--- config.mk ---
export PLATFORM = sky130hd
export DESIGN_NAME = ptw_walker
export DESIGN_NICKNAME = d
export VERILOG_FILES = /design/src/pkg/ptw_pkg.sv /design/src/verilog/ptw_walker.sv
export VERILOG_INCLUDE_DIRS = /design/src /design/src/pkg
export SDC_FILE = /design/constraint.sdc
export NUM_CORES = 1
export LEC_CHECK = 0
export BUFFER_PORTS_ARGS = -buffer_cell sky130_fd_sc_hd__buf_4
export CELL_PAD_IN_SITES_DETAIL_PLACEMENT = 1
export CELL_PAD_IN_SITES_GLOBAL_PLACEMENT = 1
export CORE_MARGIN = 4
export CORE_UTILIZATION = 39
export CTS_CLUSTER_DIAMETER = 100
export DETAILED_ROUTE_END_ITERATION = 8
export MAX_ROUTING_LAYER = met4
export PLACE_DENSITY_LB_ADDON = 0.1
export SETUP_SLACK_MARGIN = 0.1
export SLEW_MARGIN = 30
export SYNTH_ARGS = -nofsm -noshare
export SYNTH_HDL_FRONTEND = slang
export SYNTH_SLANG_ARGS = --single-unit
--- constraint.sdc ---
create_clock -name hclk -period 2.2 [get_ports hclk]
set_clock_uncertainty 0.1 [all_clocks]
set_input_delay 0.11 -clock hclk [delete_from_list [all_inputs] [get_ports hclk]]
set_output_delay 0.11 -clock hclk [all_outputs]
set_load 0.05 [all_outputs]
--- src/pkg/ptw_regs.svh ---
// register offsets, field positions, reset values and codes for the table walker
`ifndef PTW_REGS_SVH
`define PTW_REGS_SVH
`define PTW_OFF_CTRL      8'h00
`define PTW_OFF_PROC_BASE 8'h04
`define PTW_OFF_SYS_BASE  8'h08
`define PTW_OFF_STATUS    8'h0C
`define PTW_OFF_MASK      8'h10
`define PTW_OFF_LAST_PA   8'h14
`define PTW_CTRL_SEL_LSB  0
`define PTW_CTRL_SEL_MSB  2
`define PTW_CTRL_FMT_BIT  23
`define PTW_CTRL_RESET    32'h0000_0000
`define PTW_BASE_RESET    32'h0000_0000
`define PTW_ST_DONE       0
`define PTW_ST_PABT       1
`define PTW_ST_DABT       2
`define PTW_ST_W          3
`define PTW_L1_BASE_MASK  32'h0000_3FFF
`define PTW_SUPER_BIT     18
`define PTW_TYPE_FAULT    2'h0
`define PTW_TYPE_TABLE    2'h1
`define PTW_TYPE_SECTION  2'h2
`define PTW_TYPE_RSVD     2'h3
`endif

--- src/pkg/ptw_pkg.sv ---
// types shared by the table walker and its users
package ptw_pkg;
  typedef enum logic [2:0] {
    PTW_SZ_SECTION = 3'h0,
    PTW_SZ_SUPER   = 3'h1,
    PTW_SZ_LARGE   = 3'h2,
    PTW_SZ_SMALL   = 3'h3,
    PTW_SZ_EXT     = 3'h4
  } ptw_size_t;
  typedef enum logic [1:0] {
    PTW_IDLE  = 2'b00,
    PTW_L1_RD = 2'b01,
    PTW_L2_RD = 2'b10,
    PTW_RESP  = 2'b11
  } ptw_state_t;
  typedef struct packed {
    logic [31:0] va;
    logic        instr;
  } ptw_req_t;
  typedef struct packed {
    logic [31:0] pa;
    ptw_size_t   size;
    logic [1:0]  access_permission_pair;
    logic        execute_never_flag;
    logic        subpage;
    logic        fault;
    logic        instr;
  } ptw_rsp_t;
endpackage

--- src/verilog/ptw_walker.sv ---
// translation table walker with descriptor decode, abort reporting and ahb-lite registers
//
// Summary of operation
// - pick first-level address from one of two bases
// - read first-level descriptor from external memory
// - first-level type: fault, table, section, reserved-fault
// - first-level fault gives prefetch or data abort
// - table pointer triggers second-level descriptor read
// - physical address used only after permission checks
// - second-level type zero is translation fault
// - second-level type one is 64KB page
// - legacy: type two small, three extended small
// - extended: bit1 set is extended small, bit0 execute-never
// - legacy large page splits into 16KB subpages
// - legacy small page splits into 1KB subpages
// - legacy extended small splits into 1KB subpages
// - format select: zero legacy, one extended
// - selector N picks base by top VA bits
// - descriptor bit 18 marks 16MB supersection
`timescale 1ns/1ns
`include "ptw_regs.svh"
module ptw_walker (
  input  wire logic             hclk,
  input  wire logic             hresetn,
  input  wire logic             ce,
  input  wire logic             hsel,
  input  wire logic [31:0]      haddr,
  input  wire logic [1:0]       htrans,
  input  wire logic             hwrite,
  input  wire logic [2:0]       hsize,
  input  wire logic [31:0]      hwdata,
  input  wire logic             hready,
  output logic                  hreadyout,
  output logic                  hresp,
  output logic [31:0]           hrdata,
  input  wire logic             req_valid,
  input  wire ptw_pkg::ptw_req_t req,
  output logic                  req_ready,
  output logic                  mem_rd_valid,
  output logic [31:0]           mem_addr,
  input  wire logic             mem_rvalid,
  input  wire logic [31:0]      mem_rdata,
  output logic                  rsp_valid,
  output ptw_pkg::ptw_rsp_t     rsp,
  input  wire logic             chk_done,
  input  wire logic             chk_ok,
  output logic                  xfer_valid,
  output logic [31:0]           xfer_pa,
  output logic                  abort_prefetch,
  output logic                  abort_data,
  output logic                  irq
);
  import ptw_pkg::*;

  // first-level descriptor address for the chosen base
  function automatic logic [31:0] l1_addr(input logic [31:0] base, input logic [31:0] va, input logic [2:0] n);
    logic [31:0] keep;
    keep = `PTW_L1_BASE_MASK >> n;
    l1_addr = (base & ~keep) | ((va >> 18) & keep & 32'hFFFF_FFFC);
  endfunction

  // four permission pairs in bits 11:4, pair 0 lowest
  function automatic logic [1:0] ap_pick(input logic [31:0] d, input logic [1:0] sel);
    ap_pick = d[4 + 2 * sel +: 2];
  endfunction

  function automatic logic ap_same(input logic [31:0] d);
    ap_same = (d[11:10] == d[9:8]) && (d[9:8] == d[7:6]) && (d[7:6] == d[5:4]);
  endfunction

  ptw_state_t  state_q;
  logic [31:0] ctrl_q;
  logic [31:0] proc_base_q;
  logic [31:0] sys_base_q;
  logic [31:0] mask_q;
  logic [`PTW_ST_W-1:0] status_q;
  logic [31:0] va_q;
  logic        instr_q;
  logic [31:0] mem_addr_q;
  ptw_rsp_t    rsp_q;
  logic [31:0] hrdata_q;
  logic        wr_pend_q;
  logic [7:0]  wr_off_q;

  // control fields
  wire [2:0] sel_n    = ctrl_q[`PTW_CTRL_SEL_MSB:`PTW_CTRL_SEL_LSB];
  wire       fmt_ext  = ctrl_q[`PTW_CTRL_FMT_BIT];
  // base choice: N zero always process base, else top N bits must be zero
  wire [31:0] top_mask = ~(32'hFFFF_FFFF >> sel_n);
  wire        use_proc = (sel_n == 3'h0) || ((req.va & top_mask) == 32'h0000_0000);
  wire [31:0] l1_addr_w = use_proc ? l1_addr(proc_base_q, req.va, sel_n)
                                   : l1_addr(sys_base_q, req.va, 3'h0);

  // first-level decode of the returned word
  wire [1:0]  t1       = mem_rdata[1:0];
  wire        l1_fault = (t1 == `PTW_TYPE_FAULT) || (t1 == `PTW_TYPE_RSVD);
  wire        l1_table = (t1 == `PTW_TYPE_TABLE);
  wire        l1_super = mem_rdata[`PTW_SUPER_BIT];
  wire [31:0] l2_addr_w = {mem_rdata[31:10], va_q[19:12], 2'b00};
  wire [31:0] sec_pa   = l1_super ? {mem_rdata[31:24], va_q[23:0]}
                                  : {mem_rdata[31:20], va_q[19:0]};

  // second-level decode; extended small is type three in legacy format, any bit1-set type in extended format
  wire [1:0]  t2       = mem_rdata[1:0];
  wire        l2_fault = (t2 == 2'h0);
  wire        l2_large = (t2 == 2'h1);
  wire        l2_ext   = fmt_ext ? t2[1] : (t2 == 2'h3);
  wire        l2_sub   = !fmt_ext && !ap_same(mem_rdata) && !l2_fault;
  wire [1:0]  sub_sel  = l2_large ? va_q[15:14] : va_q[11:10];
  wire [1:0]  l2_ap    = fmt_ext ? mem_rdata[5:4] : ap_pick(mem_rdata, sub_sel);
  wire        l2_xn    = fmt_ext && (l2_large ? mem_rdata[15] : mem_rdata[0]);
  wire [31:0] l2_pa    = l2_large ? {mem_rdata[31:16], va_q[15:0]} : {mem_rdata[31:12], va_q[11:0]};
  wire ptw_size_t l2_size = l2_large ? PTW_SZ_LARGE : (l2_ext ? PTW_SZ_EXT : PTW_SZ_SMALL);

  wire l1_ack  = (state_q == PTW_L1_RD) && mem_rvalid;
  wire l2_ack  = (state_q == PTW_L2_RD) && mem_rvalid;
  wire resp_end = (state_q == PTW_RESP) && (rsp_q.fault || chk_done);

  // walk sequencer
  always_ff @(posedge hclk or negedge hresetn)
  begin
    if (!hresetn)
    begin
      state_q    <= PTW_IDLE;
      va_q       <= 32'h0000_0000;
      instr_q    <= 1'b0;
      mem_addr_q <= 32'h0000_0000;
      rsp_q      <= '0;
    end
    else if (ce)
    begin
      case (state_q)
        PTW_IDLE:
        begin
          if (req_valid)
          begin
            va_q       <= req.va;
            instr_q    <= req.instr;
            mem_addr_q <= l1_addr_w;
            state_q    <= PTW_L1_RD;
          end
        end
        PTW_L1_RD:
        begin
          if (mem_rvalid)
          begin
            rsp_q.instr <= instr_q;
            if (l1_table)
            begin
              mem_addr_q <= l2_addr_w;
              state_q    <= PTW_L2_RD;
            end
            else
            begin
              rsp_q.fault    <= l1_fault;
              rsp_q.pa       <= sec_pa;
              rsp_q.size     <= l1_super ? PTW_SZ_SUPER : PTW_SZ_SECTION;
              rsp_q.access_permission_pair <= mem_rdata[11:10];
              rsp_q.execute_never_flag     <= fmt_ext && mem_rdata[4];
              rsp_q.subpage  <= 1'b0;
              state_q        <= PTW_RESP;
            end
          end
        end
        PTW_L2_RD:
        begin
          if (mem_rvalid)
          begin
            rsp_q.fault    <= l2_fault;
            rsp_q.pa       <= l2_pa;
            rsp_q.size     <= l2_size;
            rsp_q.access_permission_pair <= l2_ap;
            rsp_q.execute_never_flag     <= l2_xn;
            rsp_q.subpage  <= l2_sub;
            state_q        <= PTW_RESP;
          end
        end
        PTW_RESP:
        begin
          if (resp_end)
            state_q <= PTW_IDLE;
        end
        default:
          state_q <= PTW_IDLE;
      endcase
    end
  end

  // handshakes and results; transfer address waits for the checker verdict
  assign req_ready      = (state_q == PTW_IDLE);
  assign mem_rd_valid   = (state_q == PTW_L1_RD) || (state_q == PTW_L2_RD);
  assign mem_addr       = mem_addr_q;
  assign rsp_valid      = (state_q == PTW_RESP);
  assign rsp            = rsp_q;
  assign xfer_valid     = rsp_valid && !rsp_q.fault && chk_done && chk_ok;
  assign xfer_pa        = rsp_q.pa;
  assign abort_prefetch = rsp_valid && rsp_q.fault && rsp_q.instr;
  assign abort_data     = rsp_valid && rsp_q.fault && !rsp_q.instr;

  // ahb-lite address phase decode; always zero wait, always okay
  wire       ahb_go = hsel && htrans[1] && hready;
  wire [7:0] ahb_off = haddr[7:0];
  wire       wr_ctrl = wr_pend_q && (wr_off_q == `PTW_OFF_CTRL);
  wire       wr_pb   = wr_pend_q && (wr_off_q == `PTW_OFF_PROC_BASE);
  wire       wr_sb   = wr_pend_q && (wr_off_q == `PTW_OFF_SYS_BASE);
  wire       wr_st   = wr_pend_q && (wr_off_q == `PTW_OFF_STATUS);
  wire       wr_mk   = wr_pend_q && (wr_off_q == `PTW_OFF_MASK);
  wire [31:0] rd_mux =
    (ahb_off == `PTW_OFF_CTRL)      ? ctrl_q :
    (ahb_off == `PTW_OFF_PROC_BASE) ? proc_base_q :
    (ahb_off == `PTW_OFF_SYS_BASE)  ? sys_base_q :
    (ahb_off == `PTW_OFF_STATUS)    ? {29'h0, status_q} :
    (ahb_off == `PTW_OFF_MASK)      ? mask_q :
    (ahb_off == `PTW_OFF_LAST_PA)   ? rsp_q.pa : 32'h0000_0000;
  assign hreadyout = 1'b1;
  assign hresp     = 1'b0;
  assign hrdata    = hrdata_q;

  // completion events; a set in the clearing cycle wins
  wire [`PTW_ST_W-1:0] ev = {abort_data && resp_end, abort_prefetch && resp_end, resp_end};
  wire [`PTW_ST_W-1:0] st_clr = wr_st ? hwdata[`PTW_ST_W-1:0] : 3'h0;
  assign irq = |(status_q & mask_q[`PTW_ST_W-1:0]);

  // register file; writes land in the data phase
  always_ff @(posedge hclk or negedge hresetn)
  begin
    if (!hresetn)
    begin
      ctrl_q      <= `PTW_CTRL_RESET;
      proc_base_q <= `PTW_BASE_RESET;
      sys_base_q  <= `PTW_BASE_RESET;
      mask_q      <= 32'h0000_0000;
      status_q    <= 3'h0;
      wr_pend_q   <= 1'b0;
      wr_off_q    <= 8'h00;
      hrdata_q    <= 32'h0000_0000;
    end
    else if (ce)
    begin
      wr_pend_q <= ahb_go && hwrite;
      wr_off_q  <= ahb_off;
      if (ahb_go && !hwrite)
        hrdata_q <= rd_mux;
      if (wr_ctrl)
        ctrl_q <= hwdata;
      if (wr_pb)
        proc_base_q <= hwdata;
      if (wr_sb)
        sys_base_q <= hwdata;
      if (wr_mk)
        mask_q <= hwdata;
      status_q <= (status_q & ~st_clr) | ev;
    end
  end
endmodule

==> out/metrics.yaml, run 1 <==
status: "completed"
cts-buffers-inserted: 31
syn_avg_cell_area_um2: 11.1
finalHoldViolations: 0
die_h_um: 193
hp-class: "input pin to asynchronous set/reset pin"
grt_pass1_wl_mm: 71.8
portBuffers: 255
cts_num_sinks: 270
worst_ir_drop_vdd_mv: 1.13
io_pins: 290
avgRoutedWirePerCell_um: 24.8
initial_core_util: 0.397
fin_cells: 2028
area_delta_synth_final_pct: 40.9
dieArea_um2: 37200
ant_nets: 0
clk-insertion-delay-late_ns: 0.56
slew_headroom: 0.535
clk_pin_slew_ns: 0.06
drv_cap: 0
start_kind: "flop"
synth_edf_count: 0
drc: 0
place_area_um2: 15800
setup_tns_ns: 0
fill_cells: 3521
worst_slew_pin_slew_ns: 0.692
r2r_cells: 6
path_max_fanout: 7
synth_area_um2: 13300
ys_seq_elements: 270
grt_max_degree: 66
p_leak_nw: 8.94
drt-initial-drc-count: 544
die_w_um: 193
grt_antenna_before_repair: 1
dr.pass1.iters: 5
criticalPathCategory: "flop to flop"
grt_util_all_layers: 0.256
overflow: 0
clockBufferDepth: 3
multi_input_area_um2: 6280
grt_pass1_vias: 11800
vias: 11200
final_cell_area_um2: 18800
layout-drive-gt1-share: 0.369
rsz0062_at_grt: "true"
dpl_worst_slack_ns: -0.0339
ys_seq_area_frac: 0.507
synth_flop_cell: "dfrtp_1"
nets: 1706
place_hpwl_mm: 30.8
ys_types: 60
yosys_warnings: 0
slew_violations: 0
placed_cells: 1831
cts_tree: "yes"
fp-row-count: 67
core_um2: 33600
endpoint_kind: "flop"
period_minus_slack_ns: 2.15
fmax_mhz: 465
syn_inst: 1201
vias_per_cell: 5.53
setup_viol: 0
ys_async_sr_fraction: 1.00
routabilityCongestion: 0.777
critPathArrivalTime_ns: 2.50
cp.required_ns: 2.55
power_density_nw_per_um2: 1140
fin_crit_sh: 0.977
cts_max_level: 1
finish.utilization: 0.559
cts_root_buffer: "clkbuf_16"
hold_slack_ns: 0.0119
routed_wl_mm: 50.2
timing.final.ws_setup_ns: 0.0511
ff_latch_area_um2: 6760
power.total_mw: 21.4
-- metal layers --
layer	global-route usage	up-vias	routed length, um
met1	0.341	5844	22300
met2	0.426	284	24700
met3	0.0405	60	2530
li1	-	5031	-
met5	-	-	0
met4	0.0411	0	723
-- critical path, cell delays in order, from the launching register on --
cell and delay (ns):
dfrtp_1 0.40, nor4b_4 0.37, nand4b_4 0.22, nor3b_4 0.27
buf_6 0.19, clkbuf_16 0.18, mux2_4 0.30
-- power by group --
part / total (mW) / switching, mW / internal (mW)
logic: 9.15 / 5.93 / 3.22
registers: 6.93 / 1.04 / 5.89
clock network: 5.35 / 2.17 / 3.17
total: 21.4 / 9.15 / 12.3
-- synthesized netlist by cell type, drive strengths merged (3+ instances only) --
library cell,number,area share
mux2,165,0.14
a211o,18,0.012
a211oi,18,0.010
nand2b,28,0.013
nor3,15,0.0060
o211ai,4,0.0023
nand3,32,0.012
nor3b,7,0.0047
nor2b,36,0.017
nand2,109,0.031
or4,9,0.0053
buf,73,0.038
clkbuf,52,0.015
mux2i,68,0.051
o31ai,5,0.0028
a31oi,3,0.0014
a221oi,7,0.0046
inv,10,0.0028
nand4,3,0.0014
ha,8,0.0075
a21oi,51,0.019
o2bb2ai,3,0.0020
a22oi,31,0.017
dfrtp,270,0.51
o21ai,90,0.035
nor4b,4,0.0036
or3,3,0.0018
nor2,19,0.0053
o22ai,33,0.015
-- repair_timing --
action | CTS | global route
cloned | 1 | 13
pin swaps | 4 | 8
endpoints found under the hold margin | 494 | 0
resized for setup | 3 | 103
hold buffers | 112 | 0
setup endpoints to repair | 97 | 167
buffers inserted | 3 | 9
-- layout make-up --
type / instances / share of cell area
diodes: 1 / 0.000133
clock buffers: 41 / 0.0470
clock inverters: 17 / 0.00932
inverters: 10 / 0.00200
multi-input cells: 800 / 0.334
flip-flops and latches: 270 / 0.360
well taps: 448 / 0.0298
repair buffers: 441 / 0.218
-- cell usage in the layout, fill, tap and decap left out, drive strengths merged, types with 4 or more instances in the layout --
cell type and n:
a211o 18, a211oi 18, a21oi 51, a221oi 7
a22oi 31, buf 319, clkbuf 51, clkinv 12
conb 4, dfrtp 270, dlygate4sd3 112, ha 8
inv 12, mux2 165, mux2i 68, nand2 109
nand2b 28, nand3 32, nor2 19, nor2b 36
nor3 15, nor3b 7, nor4b 4, o211ai 4
o21ai 90, o22ai 33, o31ai 5, or3 5
or4 9
-- final timing paths --
kind                                               end  slack [ns]                    start
hold / removal                   mask_q[4]$_DFFE_PN0P_        0.01                  hresetn
setup / recovery           proc_base_q[27]$_DFFE_PN0P_        0.05  wr_off_q[5]$_DFFE_PN0P_
setup reg to reg           proc_base_q[27]$_DFFE_PN0P_        0.05  wr_off_q[5]$_DFFE_PN0P_
hold reg to reg                  hrdata[8]$_DFFE_PN0P_        0.38    hrdata[8]$_DFFE_PN0P_
min in group hclk                hrdata[7]$_DFFE_PN0P_        0.02                htrans[1]
max in group asynchronous         va_q[11]$_DFFE_PN0P_        1.32                  hresetn
-- cell families after synthesis --
family | Yosys count | synth area share
fa+ha+maj | 8 | 0.00750
compound gates | 274 | 0.129
buf+inv | 135 | 0.0554
simple gates | 279 | 0.111
mux | 233 | 0.190
other cells | 2 | 0.000563
flops | 270 | 0.507
-- registers in the layout (all words and copies together), names as in the netlist --
signal       cells
ctrl_q          32
hrdata          32
mask_q          32
proc_base_q     32
sys_base_q      32
xfer_pa         32
mem_addr        30
va_q            24
rsp              9
wr_off_q         8
status_q         3
state_q          2
instr_q          1
wr_pend_q        1
No activity file was read; power rests on OpenSTA's default activity.
==> inputs of run 2 (changes only) <==
CORE_ASPECT_RATIO = 0.9   (was unset)
CORE_UTILIZATION = 43   (was 39)
clock period = 2.1 ns   (was 2.2 ns; I/O delays follow)
==> run 2 against run 1 <==
- global-route usage increased by 3.8 points
- final cell count is 1.5% lower
- sequential share of layout area decreased by 0.46 points
- fmax shrank 1.5%
- the run now ends with negative hold slack, negative setup slack left
- wire length rose by 5.3%
- combinational power grew 15%
- sequential power increased by 8.2%
- flip-flop and latch count is the same
- total power increased by 8.4%
- largest power group unchanged
- count of clock-buffer cells in the layout rose by 10
==> out/metrics.yaml, run 2 (synthesized netlist as in run 1, its figures left out) <==
routabilityCongestion: 0.851
worst-path-buf-inv: 3
cts-buffers-inserted: 30
vias: 11500
grt_pass1_wl_mm: 76.0
clockBufferDepth: 3
clk_pin_slew_ns: 0.06
p_sw_mw: 10.2
nets: 1724
drv_cap: 0
dr.pass1.iters: 4
grt_max_degree: 69
grt_antenna_before_repair: 1
rsz0062_at_grt: "true"
grt_pass1_vias: 12100
setup_viol: 96
ant_nets: 0
path_delay_family: "simple AND/OR/NAND/NOR gates"
final_cell_area_um2: 19000
layout_common_cells: "buf_4 (298), dfrtp_1 (268), mux2_2 (114)"
area_delta_synth_final_pct: 42.7
die_w_um: 194
clk-insertion-delay-late_ns: 0.56
worst_slew_pin_slew_ns: 0.597
period_minus_slack_ns: 2.18
hp-class: "input pin to asynchronous set/reset pin"
swShare: 0.438
drt-initial-drc-count: 675
portBuffers: 255
timing.final.ws_setup_ns: -0.0820
overflow: 0
fp-row-count: 60
p_leak_nw: 9.03
start_kind: "flop"
path_max_fanout: 16
criticalPathCategory: "flop to flop"
cts_tree: "yes"
vias_per_cell: 5.75
p_comb_frac: 0.454
routed_wl_mm: 52.9
initial_core_util: 0.441
cp.required_ns: 2.44
p_int_mw: 13.1
hold_slack_ns: -0.000829
status: "finished with violations"
cts_num_sinks: 270
grt_util_all_layers: 0.294
placed_cells: 1797
fin_cells: 1998
drc: 0
finish.utilization: 0.629
cpMaxStageDelayCell: "dfrtp_1"
critPathArrivalTime_ns: 2.52
layout-drive-gt1-share: 0.393
fmax_mhz: 458
io_pins: 290
fin_crit_sh: 1.04
setup_tns_ns: -4.34
slew_headroom: 0.602
place_area_um2: 15900
cts_max_level: 1
place_hpwl_mm: 32.7
clkPwrFrac: 0.223
slew_violations: 0
slowest_delay_ns: 0.43
endpoint_kind: "flop"
final_common_cell: "buf_4"
core_um2: 30300
die_h_um: 175
cts_root_buffer: "clkbuf_16"
power_density_nw_per_um2: 1220
finalHoldViolations: 1
pwr-share-seq: 0.323
dieArea_um2: 33900
worst_ir_drop_vdd_mv: 0.911
worstPathCellList: "nor4b_4, nand4b_2, buf_6, nor3b_4, buf_4, buf_16, mux2_2"
violations: "negative hold slack, negative setup slack"
avgRoutedWirePerCell_um: 26.5
[run 2: changes by cell type in the layout (fill, tap and decap cells not counted), moves of 17 or more]
| cell | previous run | this run |
|---|---|---|
| mux2_2 | 86 | 114 |
| mux2_4 | 78 | 51 |
| o21ai_0 | 70 | 51 |
| o21ai_1 | 17 | 34 |
[run 2: area by class of cell]
| type | instances | area, um^2 |
|---|---|---|
| Sequential cell | 270 | 6760 |
| Antenna cell | 1 | 2.50 |
| Clock buffer | 51 | 951 |
| Multi-Input combinational cell | 799 | 6410 |
| Inverter | 10 | 40.0 |
| Fill cell | 3058 | 11200 |
| Timing Repair Buffer | 461 | 4350 |
| Clock inverter | 3 | 17.5 |
| Tap cell | 403 | 504 |
[run 2: through the flow]
| step | setup WS (ns) | total power, mW |
|---|---|---|
| after floorplan | 0.0484 | 13.4 |
| after global placement | 0.00683 | 16.6 |
| after detailed placement | -0.0181 | 16.8 |
| after CTS | -0.0283 | 22.5 |
| after global routing | -0.144 | 24.1 |
| final | -0.0820 | 23.2 |
[run 2: worst paths after layout]
| path | start | to | slack (ns) | depth (start not counted) |
|---|---|---|---|---|
| min | hresetn | hrdata[5]$_DFFE_PN0P_ | -0.0008 | 2 |
| max | wr_off_q[6]$_DFFE_PN0P_ | proc_base_q[14]$_DFFE_PN0P_ | -0.08 | 7 |
| max in group asynchronous | hresetn | mem_addr[4]$_DFFE_PN0P_ | 1.10 | 3 |
| max reg2reg | wr_off_q[6]$_DFFE_PN0P_ | proc_base_q[14]$_DFFE_PN0P_ | -0.08 | 7 |
| min in group hclk | req_valid | state_q[0]$_DFFE_PN0P_ | 0.07 | 4 |
| min reg2reg | hrdata[6]$_DFFE_PN0P_ | hrdata[6]$_DFFE_PN0P_ | 0.38 | 2 |
[run 2: repair_timing]
item,4_1_cts,5_1_grt
gates cloned,7,8
buffers inserted,5,16
pin swaps,1,22
setup endpoints to repair,99,148
gates resized for setup,46,110
hold buffers,109,2
endpoints found under the hold margin,492,2
[run 2: power by group through the flow]
stage	clock [mW]	sequential (mW)	combinational, mW
after floorplan	0	9.04	4.36
after global placement	0	7.43	9.18
after detailed placement	0	7.46	9.32
after CTS	5.26	7.40	9.83
after global routing	5.48	7.60	11.0
final	5.19	7.50	10.5
[run 2: metal layers]
metal | GRT usage | vias to the layer above | wire length, um
met3 | 0.0530 | 66 | 2990
li1 | - | 5060 | -
met5 | - | - | 0
met2 | 0.446 | 380 | 24800
met1 | 0.420 | 5985 | 24100
met4 | 0.0572 | 0 | 991
==> inputs of run 3 (changes only) <==
SETUP_SLACK_MARGIN = unset   (was 0.1)
==> run 3 against run 2 <==
- the flow finishes with violations (negative setup slack)
- non-clock buffer count fell by 27
- total power fell by 1.7%
- register-to-register slack barely moved
- final cell count fell by 1.2%
- combinational power fell by 8%
- sequential share of layout area rose by 0.99 points
- via count fell by 0.64%
- utilization fell by 1.7 points
- largest cell class unchanged
- highest routed layer unchanged
==> out/metrics.yaml, run 3 (synthesized netlist as in run 1, its figures left out) <==
status: "finished with violations"
violations: "negative setup slack"
drc: 0
cts_max_level: 1
slew_violations: 0
layout-drive-gt1-share: 0.364
worst_ir_drop_vdd_mv: 1.18
clockBufferDepth: 3
setup_viol: 65
rrSetupSlack_ns: -0.09
timing.final.ws_setup_ns: -0.0932
cts-buffers-inserted: 30
avgRoutedWirePerCell_um: 26.2
p_comb_frac: 0.422
die_h_um: 175
cpMostUsedCell: "buf_6"
portBuffers: 255
r2r_start: "wr_off_q[6]$_DFFE_PN0P_"
grt_max_degree: 80
path_delay_family: "simple AND/OR/NAND/NOR gates"
finish.utilization: 0.612
slew_headroom: 0.401
cpMaxStageDelayCell: "dfrtp_1"
dieArea_um2: 33900
worstHoldPathCells: 4
pwr-share-seq: 0.325
period_minus_slack_ns: 2.19
hold_end: "va_q[6]$_DFFE_PN0P_"
grt_util_all_layers: 0.290
final_common_cell: "buf_4"
fp-row-count: 60
io_pins: 290
hp-class: "input pin to flop"
routed_wl_mm: 51.7
fmax_mhz: 456
area_delta_synth_final_pct: 38.8
vias_per_cell: 5.78
die_w_um: 194
worstPathCellList: "nor4b_4, nand4b_2, buf_6, nor3b_4, buf_6, clkbuf_16, mux2_2"
layout_common_cells: "buf_4 (294), dfrtp_1 (269), nand2_1 (109)"
p_int_mw: 13.0
dr.pass1.iters: 5
place_hpwl_mm: 32.9
path_max_fanout: 8
critPathArrivalTime_ns: 2.54
power.total_mw: 22.8
clkPwrFrac: 0.253
clk-insertion-delay-late_ns: 0.56
ant_nets: 0
hold_start: "req_valid"
drv_cap: 0
placed_cells: 1793
worst-path-buf-inv: 3
grt_antenna_before_repair: 3
overflow: 0
routabilityCongestion: 0.888
rsz0062_at_grt: "true"
core_um2: 30300
fin_cells: 1974
nets: 1696
grt_pass1_vias: 12000
drt-initial-drc-count: 913
r2r_end: "proc_base_q[10]$_DFFE_PN0P_"
cp.required_ns: 2.44
endpoint_kind: "flop"
p_sw_mw: 9.85
clk_pin_slew_ns: 0.06
cts_num_sinks: 270
initial_core_util: 0.441
vias: 11400
cts_tree: "yes"
p_leak_nw: 8.87
cts_root_buffer: "clkbuf_16"
worst_slew_pin_slew_ns: 0.890
fin_crit_sh: 1.04
r2r_cells: 7
start_kind: "flop"
finalHoldViolations: 0
swShare: 0.432
power_density_nw_per_um2: 1230
slowest_delay_ns: 0.41
criticalPathCategory: "flop to flop"
grt_pass1_wl_mm: 74.9
run 3: changes by cell type in the layout (fill, tap and decap cells not counted), sizes merged:
| cell | change |
|---|---|
| buf | -22 |
| clkbuf | -6 |
| bufinv | +5 |
| clkinv | +5 |
| dlygate4sd3 | -3 |
| diode | +2 |
| dlymetal6s4s | -2 |
| bufbuf | -1 |
| clkinvlp | -1 |
| or3 | -1 |
run 3: timing repair:
action / in CTS / in global routing
cloned: 1 / 8
endpoints found under the setup margin: 83 / 108
pin swaps: 1 / 2
setup buffers: 2 / 3
hold buffers: 108 / 0
gates resized for setup: 3 / 81
hold endpoints to repair: 491 / 0
run 3: power groups by stage:
stage / Clock [mW] / Combinational, mW / Sequential (mW)
floorplan: 0 / 4.34 / 9.04
global placement: 0 / 9.17 / 7.40
detailed placement: 0 / 9.32 / 7.44
CTS: 5.83 / 9.53 / 7.36
global route: 6.09 / 10.1 / 7.52
finish: 5.77 / 9.63 / 7.43
run 3: worst max-delay path by stage:
stage | from | endpoint | cells past startpoint
after floorplan | state_q[1]$_DFFE_PN0P_ | mem_addr[2]$_DFFE_PN0P_ | 8
after global placement | wr_off_q[5]$_DFFE_PN0P_ | proc_base_q[20]$_DFFE_PN0P_ | 6
after detailed placement | wr_off_q[5]$_DFFE_PN0P_ | proc_base_q[20]$_DFFE_PN0P_ | 6
after CTS | wr_off_q[5]$_DFFE_PN0P_ | proc_base_q[3]$_DFFE_PN0P_ | 7
after global routing | wr_off_q[6]$_DFFE_PN0P_ | proc_base_q[10]$_DFFE_PN0P_ | 7
final | wr_off_q[6]$_DFFE_PN0P_ | proc_base_q[10]$_DFFE_PN0P_ | 7
run 3: through the flow:
step / area (um^2) / setup TNS (ns) / setup WS (ns) / hold slack (ns)
floorplan: 13400 / 0 / 0.0211 / -0.291
global placement: 15800 / -0.378 / -0.0168 / -0.0485
detailed placement: 15800 / -1.91 / -0.0561 / -0.0528
CTS: 18000 / -0.0366 / -0.00781 / 0.0303
global route: 18500 / -7.01 / -0.164 / 0.0645
finish: 18500 / -2.88 / -0.0932 / 0.0519
run 3: tightest hold or removal path: stages:
cell,delay (ns)
buf_4,0.12
nand3_2,0.10
buf_4,0.19
mux2_2,0.16
run 3: layer usage:
metal | global-route usage | routed length (um) | vias to the layer above
met5 | - | 0 | -
met4 | 0.0578 | 1160 | 0
met3 | 0.0499 | 3190 | 81
met2 | 0.446 | 23700 | 405
met1 | 0.409 | 23600 | 5939
li1 | - | - | 4993
run 3: layout make-up:
cell class,instances,area (um^2)
antenna,3,7.51
clock buffer,44,895
clock inverter,12,193
fill,3120,11700
inverter,10,37.5
multi-input combinational,798,6200
sequential,270,6760
tap,403,504
timing repair buffer,434,3920
